[src/rtl/uart_pkg.sv]
// uart_pkg: register map, field layout, frame constants and carriers for the serial block
// assumes a 50 MHz mclk and a 32-bit Avalon-MM slave with word addressing by byte address
package uart_pkg;

  localparam int unsigned    clk_hz           = 50000000;
  localparam int unsigned    oversample       = 16;
  localparam int unsigned    vote_samples     = 3;
  localparam int unsigned    break_zero_bits  = 13;

  localparam logic [7:0]     addr_data        = 8'h00;
  localparam logic [7:0]     addr_status      = 8'h04;
  localparam logic [7:0]     addr_format      = 8'h08;
  localparam logic [7:0]     addr_control     = 8'h0C;
  localparam logic [7:0]     addr_baud        = 8'h10;

  // format_control_reg fields
  localparam int unsigned    f_word_len       = 0;
  localparam int unsigned    f_par_en         = 1;
  localparam int unsigned    f_par_odd        = 2;
  localparam int unsigned    f_stop2          = 3;
  localparam int unsigned    f_tx9            = 4;
  localparam int unsigned    f_rx9            = 5;
  localparam logic [5:0]     format_reset     = 6'h00;

  // control fields
  localparam int unsigned    c_tx_en          = 0;
  localparam int unsigned    c_rx_en          = 1;
  localparam int unsigned    c_brk            = 2;
  localparam int unsigned    c_tx_ie          = 3;
  localparam int unsigned    c_rx_ie          = 4;
  localparam logic [4:0]     control_reset    = 5'h00;

  // line_status_reg fields
  localparam int unsigned    s_txe            = 0;
  localparam int unsigned    s_tidle          = 1;
  localparam int unsigned    s_rxa            = 2;
  localparam int unsigned    s_ovr            = 3;
  localparam int unsigned    s_noise          = 4;
  localparam int unsigned    s_par            = 5;
  localparam int unsigned    s_frm            = 6;
  localparam int unsigned    s_ridle          = 7;
  localparam int unsigned    s_irq            = 8;

  localparam logic [7:0]     baud_reset       = 8'h00;
  localparam logic [3:0]     tick_last        = 4'hF;
  localparam logic [3:0]     tick_mid         = 4'h7;
  localparam logic [3:0]     tick_vote0       = 4'h6;
  localparam logic [3:0]     tick_vote2       = 4'h8;
  localparam logic [4:0]     brk_count        = 5'h0D;

  typedef enum logic [2:0] {
    tx_idle  = 3'b000,
    tx_start = 3'b001,
    tx_data  = 3'b010,
    tx_par   = 3'b011,
    tx_stop  = 3'b100,
    tx_brk   = 3'b101
  } tx_state_t;

  typedef enum logic [2:0] {
    rx_hunt   = 3'b000,
    rx_start  = 3'b001,
    rx_data   = 3'b010,
    rx_par    = 3'b011,
    rx_stop   = 3'b100,
    rx_wait_h = 3'b101
  } rx_state_t;

  typedef struct packed {
    logic [9:0] data;
    logic       frm;
    logic       par;
    logic       noise;
  } rx_word_t;

endpackage

[src/rtl/baud_tick.sv]
// baud_tick: divider making the 16x oversample enable
// assumes divider value is stable while frames are in progress
module baud_tick
  import uart_pkg::*;
(
  input  wire logic       mclk,
  input  wire logic       reset,
  input  wire logic [7:0] divider,
  output logic            tick
);

  typedef struct packed {
    logic [7:0] count;
    logic       tick;
  } div_state_t;

  div_state_t st;
  div_state_t next_st;

  // one enable every divider+1 clocks
  always_comb begin
    next_st = st;
    next_st.tick = 1'b0;
    if (st.count >= divider) begin
      next_st.count = 8'h00;
      next_st.tick  = 1'b1;
    end else begin
      next_st.count = st.count + 8'h01;
    end
  end

  always_ff @(posedge mclk) begin
    if (reset) begin
      st <= '0;
    end else begin
      st <= next_st;
    end
  end

  assign tick = st.tick;

endmodule

[src/rtl/async_serial_tx_rx.sv]
// async_serial_tx_rx: serial transceiver with Avalon-MM register slave
// assumes synchronous serial_in_pin; the far side keeps its own framing
module async_serial_tx_rx
  import uart_pkg::*;
(
  input  wire logic        mclk,
  input  wire logic        reset,
  input  wire logic [7:0]  avs_address,
  input  wire logic        avs_read,
  input  wire logic        avs_write,
  input  wire logic [31:0] avs_writedata,
  input  wire logic [3:0]  avs_byteenable,
  output logic [31:0]      avs_readdata,
  output logic             avs_waitrequest,
  input  wire logic        serial_in_pin,
  output logic             serial_out_pin,
  output logic             serial_out_oe,
  output logic             irq
);

  ////////////////////////////////////////////////////////////////////////////
  typedef struct packed {
    logic [5:0]  format_control_reg;
    logic [4:0]  control;
    logic [7:0]  baud_divider_reg;
    logic        tx_buffer_empty_flag;
    logic        tx_idle_flag;
    logic        overrun_flag;
    logic        noise_flag;
    logic        parity_error_flag;
    logic        framing_error_flag;
    logic        rx_idle_flag;
    logic        stat_seen_tx;
    logic        stat_seen_rx;
    logic        ack;
    logic [31:0] rdata;
    logic [8:0]  tx_hold;
    logic        hold_full;
    tx_state_t   tx_st;
    logic [8:0]  tx_shift;
    logic [3:0]  tx_tick;
    logic [4:0]  tx_bit;
    logic        tx_par;
    logic        tx_line;
    logic        tx_oe;
    logic [7:0]  brk_age;
    logic        brk_armed;
    rx_state_t   rx_st;
    logic [3:0]  rx_tick;
    logic [3:0]  rx_bit;
    logic [2:0]  votes;
    logic [9:0]  rx_shift_reg;
    logic        rx_noise;
    logic        rx_par;
    rx_word_t [1:0] fifo;
    logic [1:0]  fifo_cnt;
    logic        irq;
  } state_t;

  state_t st;
  state_t next_st;
  logic   tick;
  logic   vote;
  logic   word9;
  logic   sel_data;
  logic   sel_status;
  logic [3:0] nbits;
  rx_word_t   inw;
  logic       push;
  logic       pop;
  logic       tx_wr;

  baud_tick baud_tick_inst (
    .mclk    (mclk),
    .reset   (reset),
    .divider (st.baud_divider_reg),
    .tick    (tick)
  );

  // majority of three samples around mid bit
  assign vote  = (st.votes[0] & st.votes[1]) | (st.votes[1] & st.votes[2]) |
                 (st.votes[0] & st.votes[2]);
  assign word9 = st.format_control_reg[f_word_len];
  assign nbits = word9 ? 4'h9 : 4'h8;
  assign sel_data   = (avs_address == addr_data);
  assign sel_status = (avs_address == addr_status);

  ////////////////////////////////////////////////////////////////////////////
  always_comb begin
    next_st = st;
    push = 1'b0;
    pop  = 1'b0;
    inw  = '0;
    tx_wr = 1'b0;
    next_st.ack = 1'b0;

    // bus slave: one wait cycle, answer on the second
    if ((avs_read || avs_write) && !st.ack) begin
      next_st.ack = 1'b1;
      next_st.rdata = 32'h00000000;
      if (avs_read) begin
        if (sel_data) begin
          next_st.rdata = {22'h000000, st.fifo[0].data};
          if (st.stat_seen_rx && st.fifo_cnt != 2'b00) begin
            pop = 1'b1;
            next_st.stat_seen_rx = 1'b0;
          end
        end else if (sel_status) begin
          next_st.rdata = {23'h000000, st.irq, st.rx_idle_flag, st.framing_error_flag,
                           st.parity_error_flag, st.noise_flag, st.overrun_flag,
                           (st.fifo_cnt != 2'b00), st.tx_idle_flag, st.tx_buffer_empty_flag};
          next_st.stat_seen_tx = 1'b1;
          next_st.stat_seen_rx = 1'b1;
        end else if (avs_address == addr_format) begin
          next_st.rdata = {26'h0000000, st.format_control_reg};
        end else if (avs_address == addr_control) begin
          next_st.rdata = {27'h0000000, st.control};
        end else if (avs_address == addr_baud) begin
          next_st.rdata = {24'h000000, st.baud_divider_reg};
        end
      end else begin
        if (sel_data && avs_byteenable[0]) begin
          if (st.tx_buffer_empty_flag) begin
            next_st.tx_hold = {st.format_control_reg[f_tx9], avs_writedata[7:0]};
            next_st.hold_full = 1'b1;
            tx_wr = 1'b1;
            if (st.stat_seen_tx) begin
              next_st.tx_buffer_empty_flag = 1'b0;
              next_st.tx_idle_flag = 1'b0;
              next_st.stat_seen_tx = 1'b0;
            end
          end
        end else if (avs_address == addr_format && avs_byteenable[0]) begin
          next_st.format_control_reg = {st.format_control_reg[f_rx9], avs_writedata[4:0]};
        end else if (avs_address == addr_control && avs_byteenable[0]) begin
          next_st.control = avs_writedata[4:0];
        end else if (avs_address == addr_baud && avs_byteenable[0]) begin
          next_st.baud_divider_reg = avs_writedata[7:0];
        end
      end
    end

    ////////////////////////////////////////////////////////////////////////////
    // break request qualification: held beyond divider+1 clocks while idle
    if (st.control[c_brk] && st.tx_idle_flag) begin
      if (st.brk_age > st.baud_divider_reg) begin
        next_st.brk_armed = 1'b1;
      end else begin
        next_st.brk_age = st.brk_age + 8'h01;
      end
    end else if (!st.control[c_brk]) begin
      next_st.brk_age   = 8'h00;
      next_st.brk_armed = 1'b0;
    end

    next_st.tx_oe = st.control[c_tx_en];
    if (!st.control[c_tx_en]) begin
      next_st.tx_st = tx_idle;
      next_st.tx_line = 1'b1;
    end else begin
      case (st.tx_st)
        tx_idle: begin
          next_st.tx_line = 1'b1;
          // start only on a tick so the start bit lasts a whole bit time
          if (tick && st.brk_armed) begin
            next_st.tx_st = tx_start;
            next_st.tx_tick = 4'h0;
            next_st.tx_idle_flag = 1'b0;
            next_st.tx_line = 1'b0;
          end else if (tick && st.hold_full) begin
            next_st.tx_shift = st.tx_hold;
            next_st.tx_par = st.format_control_reg[f_par_odd];
            // a write in the same cycle keeps its word in the buffer
            next_st.hold_full = tx_wr;
            next_st.tx_buffer_empty_flag = next_st.tx_buffer_empty_flag | !tx_wr;
            next_st.tx_st = tx_start;
            next_st.tx_tick = 4'h0;
            next_st.tx_idle_flag = 1'b0;
            next_st.tx_line = 1'b0;
          end
        end
        default: begin
          if (tick) begin
            next_st.tx_tick = st.tx_tick + 4'h1;
            if (st.tx_tick == tick_last) begin
              case (st.tx_st)
                tx_start: begin
                  next_st.tx_bit = 5'h00;
                  if (st.brk_armed) begin
                    next_st.tx_st = tx_brk;
                    next_st.tx_line = 1'b0;
                  end else begin
                    next_st.tx_st = tx_data;
                    next_st.tx_line = st.tx_shift[0];
                  end
                end
                tx_data: begin
                  next_st.tx_par = st.tx_par ^ st.tx_shift[0];
                  next_st.tx_shift = {1'b0, st.tx_shift[8:1]};
                  next_st.tx_bit = st.tx_bit + 5'h01;
                  if (st.tx_bit[3:0] == nbits - 4'h1) begin
                    if (st.format_control_reg[f_par_en]) begin
                      next_st.tx_st = tx_par;
                      next_st.tx_line = st.tx_par ^ st.tx_shift[0];
                    end else begin
                      next_st.tx_st = tx_stop;
                      next_st.tx_bit = 5'h00;
                      next_st.tx_line = 1'b1;
                    end
                  end else begin
                    next_st.tx_line = st.tx_shift[1];
                  end
                end
                tx_par: begin
                  next_st.tx_st = tx_stop;
                  next_st.tx_bit = 5'h00;
                  next_st.tx_line = 1'b1;
                end
                tx_brk: begin
                  next_st.tx_bit = st.tx_bit + 5'h01;
                  if (st.tx_bit == brk_count - 5'h01) begin
                    next_st.tx_bit = 5'h00;
                    if (st.control[c_brk]) begin
                      next_st.tx_st = tx_start;
                      next_st.tx_line = 1'b0;
                    end else begin
                      next_st.tx_st = tx_stop;
                      next_st.brk_armed = 1'b0;
                      next_st.tx_line = 1'b1;
                    end
                  end
                end
                default: begin
                  next_st.tx_bit = st.tx_bit + 5'h01;
                  if (st.tx_bit[0] == st.format_control_reg[f_stop2]) begin
                    next_st.tx_st = tx_idle;
                    next_st.tx_line = 1'b1;
                    if (st.hold_full) begin
                      next_st.tx_shift = st.tx_hold;
                      next_st.tx_par = st.format_control_reg[f_par_odd];
                      next_st.hold_full = tx_wr;
                      next_st.tx_buffer_empty_flag = next_st.tx_buffer_empty_flag | !tx_wr;
                      next_st.tx_st = tx_start;
                      next_st.tx_tick = 4'h0;
                      next_st.tx_line = 1'b0;
                    end else begin
                      next_st.tx_idle_flag = 1'b1;
                    end
                  end
                end
              endcase
            end
          end
        end
      endcase
    end

    ////////////////////////////////////////////////////////////////////////////
    if (!st.control[c_rx_en]) begin
      next_st.rx_st = rx_hunt;
      next_st.rx_idle_flag = 1'b1;
    end else if (tick) begin
      next_st.rx_tick = st.rx_tick + 4'h1;
      if (st.rx_tick == tick_vote0) begin
        next_st.votes = {st.votes[1:0], serial_in_pin};
      end
      if (st.rx_tick == tick_mid || st.rx_tick == tick_vote2) begin
        next_st.votes = {st.votes[1:0], serial_in_pin};
      end
      case (st.rx_st)
        rx_hunt: begin
          next_st.rx_tick = 4'h0;
          if (!serial_in_pin) begin
            next_st.rx_st = rx_start;
            next_st.rx_tick = 4'h1;
            next_st.rx_idle_flag = 1'b0;
            next_st.rx_noise = 1'b0;
            next_st.rx_par = st.format_control_reg[f_par_odd];
            next_st.rx_bit = 4'h0;
            next_st.rx_shift_reg = 10'h000;
          end
        end
        rx_wait_h: begin
          next_st.rx_tick = 4'h0;
          if (serial_in_pin) begin
            next_st.rx_st = rx_hunt;
          end
        end
        default: begin
          if (st.rx_tick == tick_last) begin
            if (st.votes != 3'b000 && st.votes != 3'b111) begin
              next_st.rx_noise = 1'b1;
            end
            case (st.rx_st)
              rx_start: begin
                if (vote) begin
                  next_st.rx_st = rx_hunt;
                  next_st.rx_idle_flag = 1'b1;
                end else begin
                  next_st.rx_st = rx_data;
                end
              end
              rx_data: begin
                next_st.rx_shift_reg = word9 ? {1'b0, vote, st.rx_shift_reg[8:1]}
                                             : {2'b00, vote, st.rx_shift_reg[7:1]};
                next_st.rx_par = st.rx_par ^ vote;
                next_st.rx_bit = st.rx_bit + 4'h1;
                if (st.rx_bit == nbits - 4'h1) begin
                  next_st.rx_st = st.format_control_reg[f_par_en] ? rx_par : rx_stop;
                end
              end
              rx_par: begin
                next_st.rx_par = st.rx_par ^ vote;
                next_st.rx_st = rx_stop;
              end
              default: begin
                push = 1'b1;
                inw.data = vote ? st.rx_shift_reg : 10'h000;
                inw.frm = !vote;
                inw.par = st.format_control_reg[f_par_en] & st.rx_par;
                inw.noise = st.rx_noise;
                next_st.rx_idle_flag = 1'b1;
                next_st.rx_st = vote ? rx_hunt : rx_wait_h;
              end
            endcase
          end
        end
      endcase
    end

    // two-entry buffer with overrun discard
    if (pop) begin
      next_st.fifo[0] = st.fifo[1];
      next_st.fifo_cnt = st.fifo_cnt - 2'b01;
      next_st.overrun_flag = 1'b0;
      next_st.noise_flag = 1'b0;
    end
    if (push) begin
      if (next_st.fifo_cnt == 2'b10) begin
        next_st.overrun_flag = 1'b1;
      end else begin
        next_st.fifo[next_st.fifo_cnt[0]] = inw;
        next_st.fifo_cnt = next_st.fifo_cnt + 2'b01;
        next_st.format_control_reg[f_rx9] = inw.data[8];
        next_st.framing_error_flag = inw.frm;
        next_st.parity_error_flag = inw.par;
        if (inw.noise) begin
          next_st.noise_flag = 1'b1;
        end
      end
    end

    next_st.irq = (st.control[c_tx_ie] & st.tx_buffer_empty_flag) |
                  (st.control[c_rx_ie] & ((st.fifo_cnt != 2'b00) | st.overrun_flag));
  end

  ////////////////////////////////////////////////////////////////////////////
  always_ff @(posedge mclk) begin
    if (reset) begin
      st <= '0;
      st.format_control_reg <= format_reset;
      st.control <= control_reset;
      st.baud_divider_reg <= baud_reset;
      st.tx_buffer_empty_flag <= 1'b1;
      st.tx_idle_flag <= 1'b1;
      st.rx_idle_flag <= 1'b1;
      st.tx_line <= 1'b1;
      st.tx_st <= tx_idle;
      st.rx_st <= rx_hunt;
    end else begin
      st <= next_st;
    end
  end

  assign avs_readdata    = st.rdata;
  assign avs_waitrequest = !st.ack;
  assign serial_out_pin  = st.tx_line;
  assign serial_out_oe   = st.tx_oe;
  assign irq             = st.irq;

endmodule

[config.mk]
export PLATFORM = sky130hd
export DESIGN_NAME = async_serial_tx_rx
export DESIGN_NICKNAME = d
export VERILOG_FILES = /design/src/rtl/uart_pkg.sv /design/src/rtl/baud_tick.sv /design/src/rtl/async_serial_tx_rx.sv
export SDC_FILE = /design/constraint.sdc
export NUM_CORES = 1
export LEC_CHECK = 0
export BUFFER_PORTS_ARGS = -buffer_cell sky130_fd_sc_hd__buf_2
export CORE_ASPECT_RATIO = 1.25
export CORE_MARGIN = 2
export CORE_UTILIZATION = 45
export DETAILED_ROUTE_END_ITERATION = 12
export PLACE_DENSITY = 0.68
export RECOVER_POWER = 25
export SLEW_MARGIN = 15
export SYNTH_ARGS = -nofsm -noshare
export SYNTH_HDL_FRONTEND = slang
export SYNTH_SLANG_ARGS = --single-unit
[constraint.sdc]
create_clock -name mclk -period 3.7 [get_ports mclk]
set_clock_uncertainty 0.2 [all_clocks]
set_input_delay 0.37 -clock mclk [delete_from_list [all_inputs] [get_ports mclk]]
set_output_delay 0.37 -clock mclk [all_outputs]
set_load 0.02 [all_outputs]
==> impl_metrics.csv <==
group,metric,value,unit
global_routing,grt_pass1_wl,30400,um
setup_path,crit_fanout,8,
setup_path,end_kind,"flip-flop",
yosys,synth_cells,922,
setup_path,critical_path_class,"reg -> reg",
yosys,syn_area_per_cell,8.19,um^2
yosys,synth_top_area_share,36.6,%
min_path,hp-class,"in -> reg",
power_and_ir_drop,combPwrFrac,3.5,%
die,dieArea,17800,um^2
sta,hold_violations,0,
sta,max_slew.worst_pin.slew,1020,ps
outcome,status,"finished clean",
power_and_ir_drop,switching_share,22.9,%
final_layout,n_antenna_cell,0,
detailed_routing,drtIter0Drc,573,
sta,fmax,304,MHz
yosys,synth.distinct_cells,77,
yosys,ys_seq_area_share,36.6,%
detailed_routing,drt-total-wl,18600,um
setup_path,path_cells,"inv_1, ha_1, nor4b_1, and4_1, nor2_1, ha_1, nand4b_1, nor4_2, mux2_2, nand3_1, a21oi_1",
cts,cts_sinks,138,
cts,cts_made_buffers,17,
power_and_ir_drop,clkPwrFrac,52.5,%
setup_path,worst_path_most_repeated_cell,"ha_1",
final_layout,drive_above_1_share,9.51,%
place,gp_congestion,0.868,
cts,hold_buffers,0,
sta,slew_headroom,31.9,%
cts,cts_buffer_depth,2,
power_and_ir_drop,cellPowerDensity,412,nW/um^2
cts,htree_num_levels,4,
detailed_routing,drtAntennaViolNets,0,
cts,cts_setup_buffers,0,
yosys,synth.most_common_cell,"dfxtp_1",
setup_path,crit_arrival,3450,ps
setup_path,crit_cells,11,
flow_run,cap_violations,0,
sta,slew_viol_final,0,
yosys,synthFlopType,"dfxtp_1",
place,port_buffers,35,
detailed_routing,drtPass1Iterations,5,
cts,path_clk_slew,60,ps
die,coreArea,16300,um^2
yosys,synthTopCellsByCount,"dfxtp_1 (138), nand2_1 (95), a21oi_1 (82)",
yosys,ys_ff_latch,138,
min_path,hold_path_depth,3,
yosys,synth_edf_count,0,
setup_path,r2r_cells,11,
global_routing,first_global_vias,6108,
sta,rsz0062_at_grt,"no",
cts,insertion_delay,430,ps
detailed_routing,num_vias,6650,
sta,layout_min_cycle_time,3290,ps
place,hpwl,13200,um
power_and_ir_drop,switchingPower,780,uW
detailed_routing,via_per_inst,5.77,
yosys,yosys_warnings,0,
power_and_ir_drop,power_leakage,0.00297,uW
die,die_y,149,um
setup_path,slowest_delay,490,ps
setup_path,cp.required,3850,ps
power_and_ir_drop,p_int,2620,uW
die,ios,85,
global_routing,track_usage,21.2,%
power_and_ir_drop,p_total,3400,uW
detailed_routing,post_drt_wl_per_cell,16.2,um
global_routing,antenna_found_initial,0,
die,start_util,46.2,%
global_routing,grt_max_degree,62,
cts,cts_tree,"done",
setup_path,startpoint_type,"flip-flop",
sta,setup_tns,0,ps
yosys,yosysTopAreaCell,"dfxtp_1",
yosys,synthTopCellsByArea,"dfxtp_1 (37%), a21oi_1 (5.4%), nand2_1 (4.7%)",
global_routing,grt.overflow.total,0,
yosys,async_reset_ff_share,0,%
power_and_ir_drop,power_frac_seq,44.0,%
setup_path,slowest_stage,"nor4b_1",
die,die_w,120,um
die,rows,52,
yosys,netlist_area,7550,um^2
sta,fin_crit_sh,89.0,%
power_and_ir_drop,ir_worst_vdd,0.321,mV
cts,cts-resized-gates,0,
setup_path,crit_buf_inv,1,
setup_path,regToRegSetupSlack,410,ps
sta,setup_viol,0,
cts,cts_root_buf,"clkbuf_16",
final_layout,final_net_count,1000,
setup_path,cp_top_family,"simple AND/OR/NAND/NOR gates",
final_layout,area_growth,9.45,%
detailed_routing,drc,0,
[worst paths after layout]
check                         from      end
setup / recovery             st[1]   st[12]
hold / removal    avs_writedata[5]  st[145]
setup reg to reg             st[1]   st[12]
hold reg to reg             st[20]   st[20]
[power by group through the flow]
stage                     Sequential [uW]  Combinational (uW)  Clock, uW
after floorplan                      1530                 103          0
after global placement               1530                 121          0
after detailed placement             1530                 121          0
after CTS                            1500                 121       1810
after global routing                 1500                 128       1870
final                                1500                 118       1790
[layout by cell type (no fill, tap or decap), drive strengths merged, types with 6 or more instances in the layout]
master and n:
nor2b 11, o22ai 8, a21oi 83, nand2b 6
a211oi 14, nor3 28, dfxtp 138, mux2i 34
xor2 6, ha 28, and3 9, or3 7
clkinv 6, nand2 95, mux2 11, buf 28
nand4 11, nor2 82, a221oi 13, nor4 7
a22oi 17, inv 32, o2111ai 11, nand3 55
clkbuf 37, o21ai 43, conb 22, or2 7
[worst min-delay path: stages]
cell and delay, ps:
buf_2 110, mux2i_1 70, nor2_1 70
[state kept, by name (all words and copies together) (netlist names)]
| signal | flops |
|---|---|
| st | 115 |
| avs_readdata | 10 |
| baud_tick_inst.st | 8 |
| baud_tick_inst.tick | 1 |
| irq | 1 |
| next_st | 1 |
| serial_out_oe | 1 |
| serial_out_pin | 1 |
[through the flow]
step / std cells / hold WS (ps) / utilization [%] / area (um^2) / setup WS (ps)
CTS: 1152 / 21.1 / 50.9 / 8310 / 274
detailed placement: 1120 / 247 / 47.1 / 7680 / 299
finish: 1152 / 30.8 / 50.6 / 8260 / 408
global route: 1152 / 32.5 / 50.6 / 8260 / 94.5
floorplan: 943 / 229 / - / 7630 / 536
global placement: 1120 / 239 / 47.1 / 7680 / 393
[routing by layer]
metal | part of all wire [%] | track usage [%]
met4 | 3.0 | 9.82
met1 | 44 | 26.1
met2 | 49 | 36.0
met5 | 0 | 0
met3 | 4.0 | 3.82
[layout make-up]
class                   count  area [um^2]
repair buffers             45          226
flip-flops and latches    138         2760
well taps                 216          270
multi-input cells         691         4270
clock buffers              20          457
fillers                  1595         8070
inverters                  30          113
clock inverters            12          164
[cells by family after synthesis]
| group | synth area share [%] |
|---|---|
| adders and majority gates | 4.77 |
| AOI/OAI and AO/OA | 20.3 |
| DFF | 36.6 |
| xor gates and xnor gates | 1.28 |
| other | 0.0497 |
| buffers and inverters | 7.66 |
| and+or+nand+nor | 23.0 |
| muxes | 6.32 |
No activity file was read; power rests on OpenSTA's default activity.
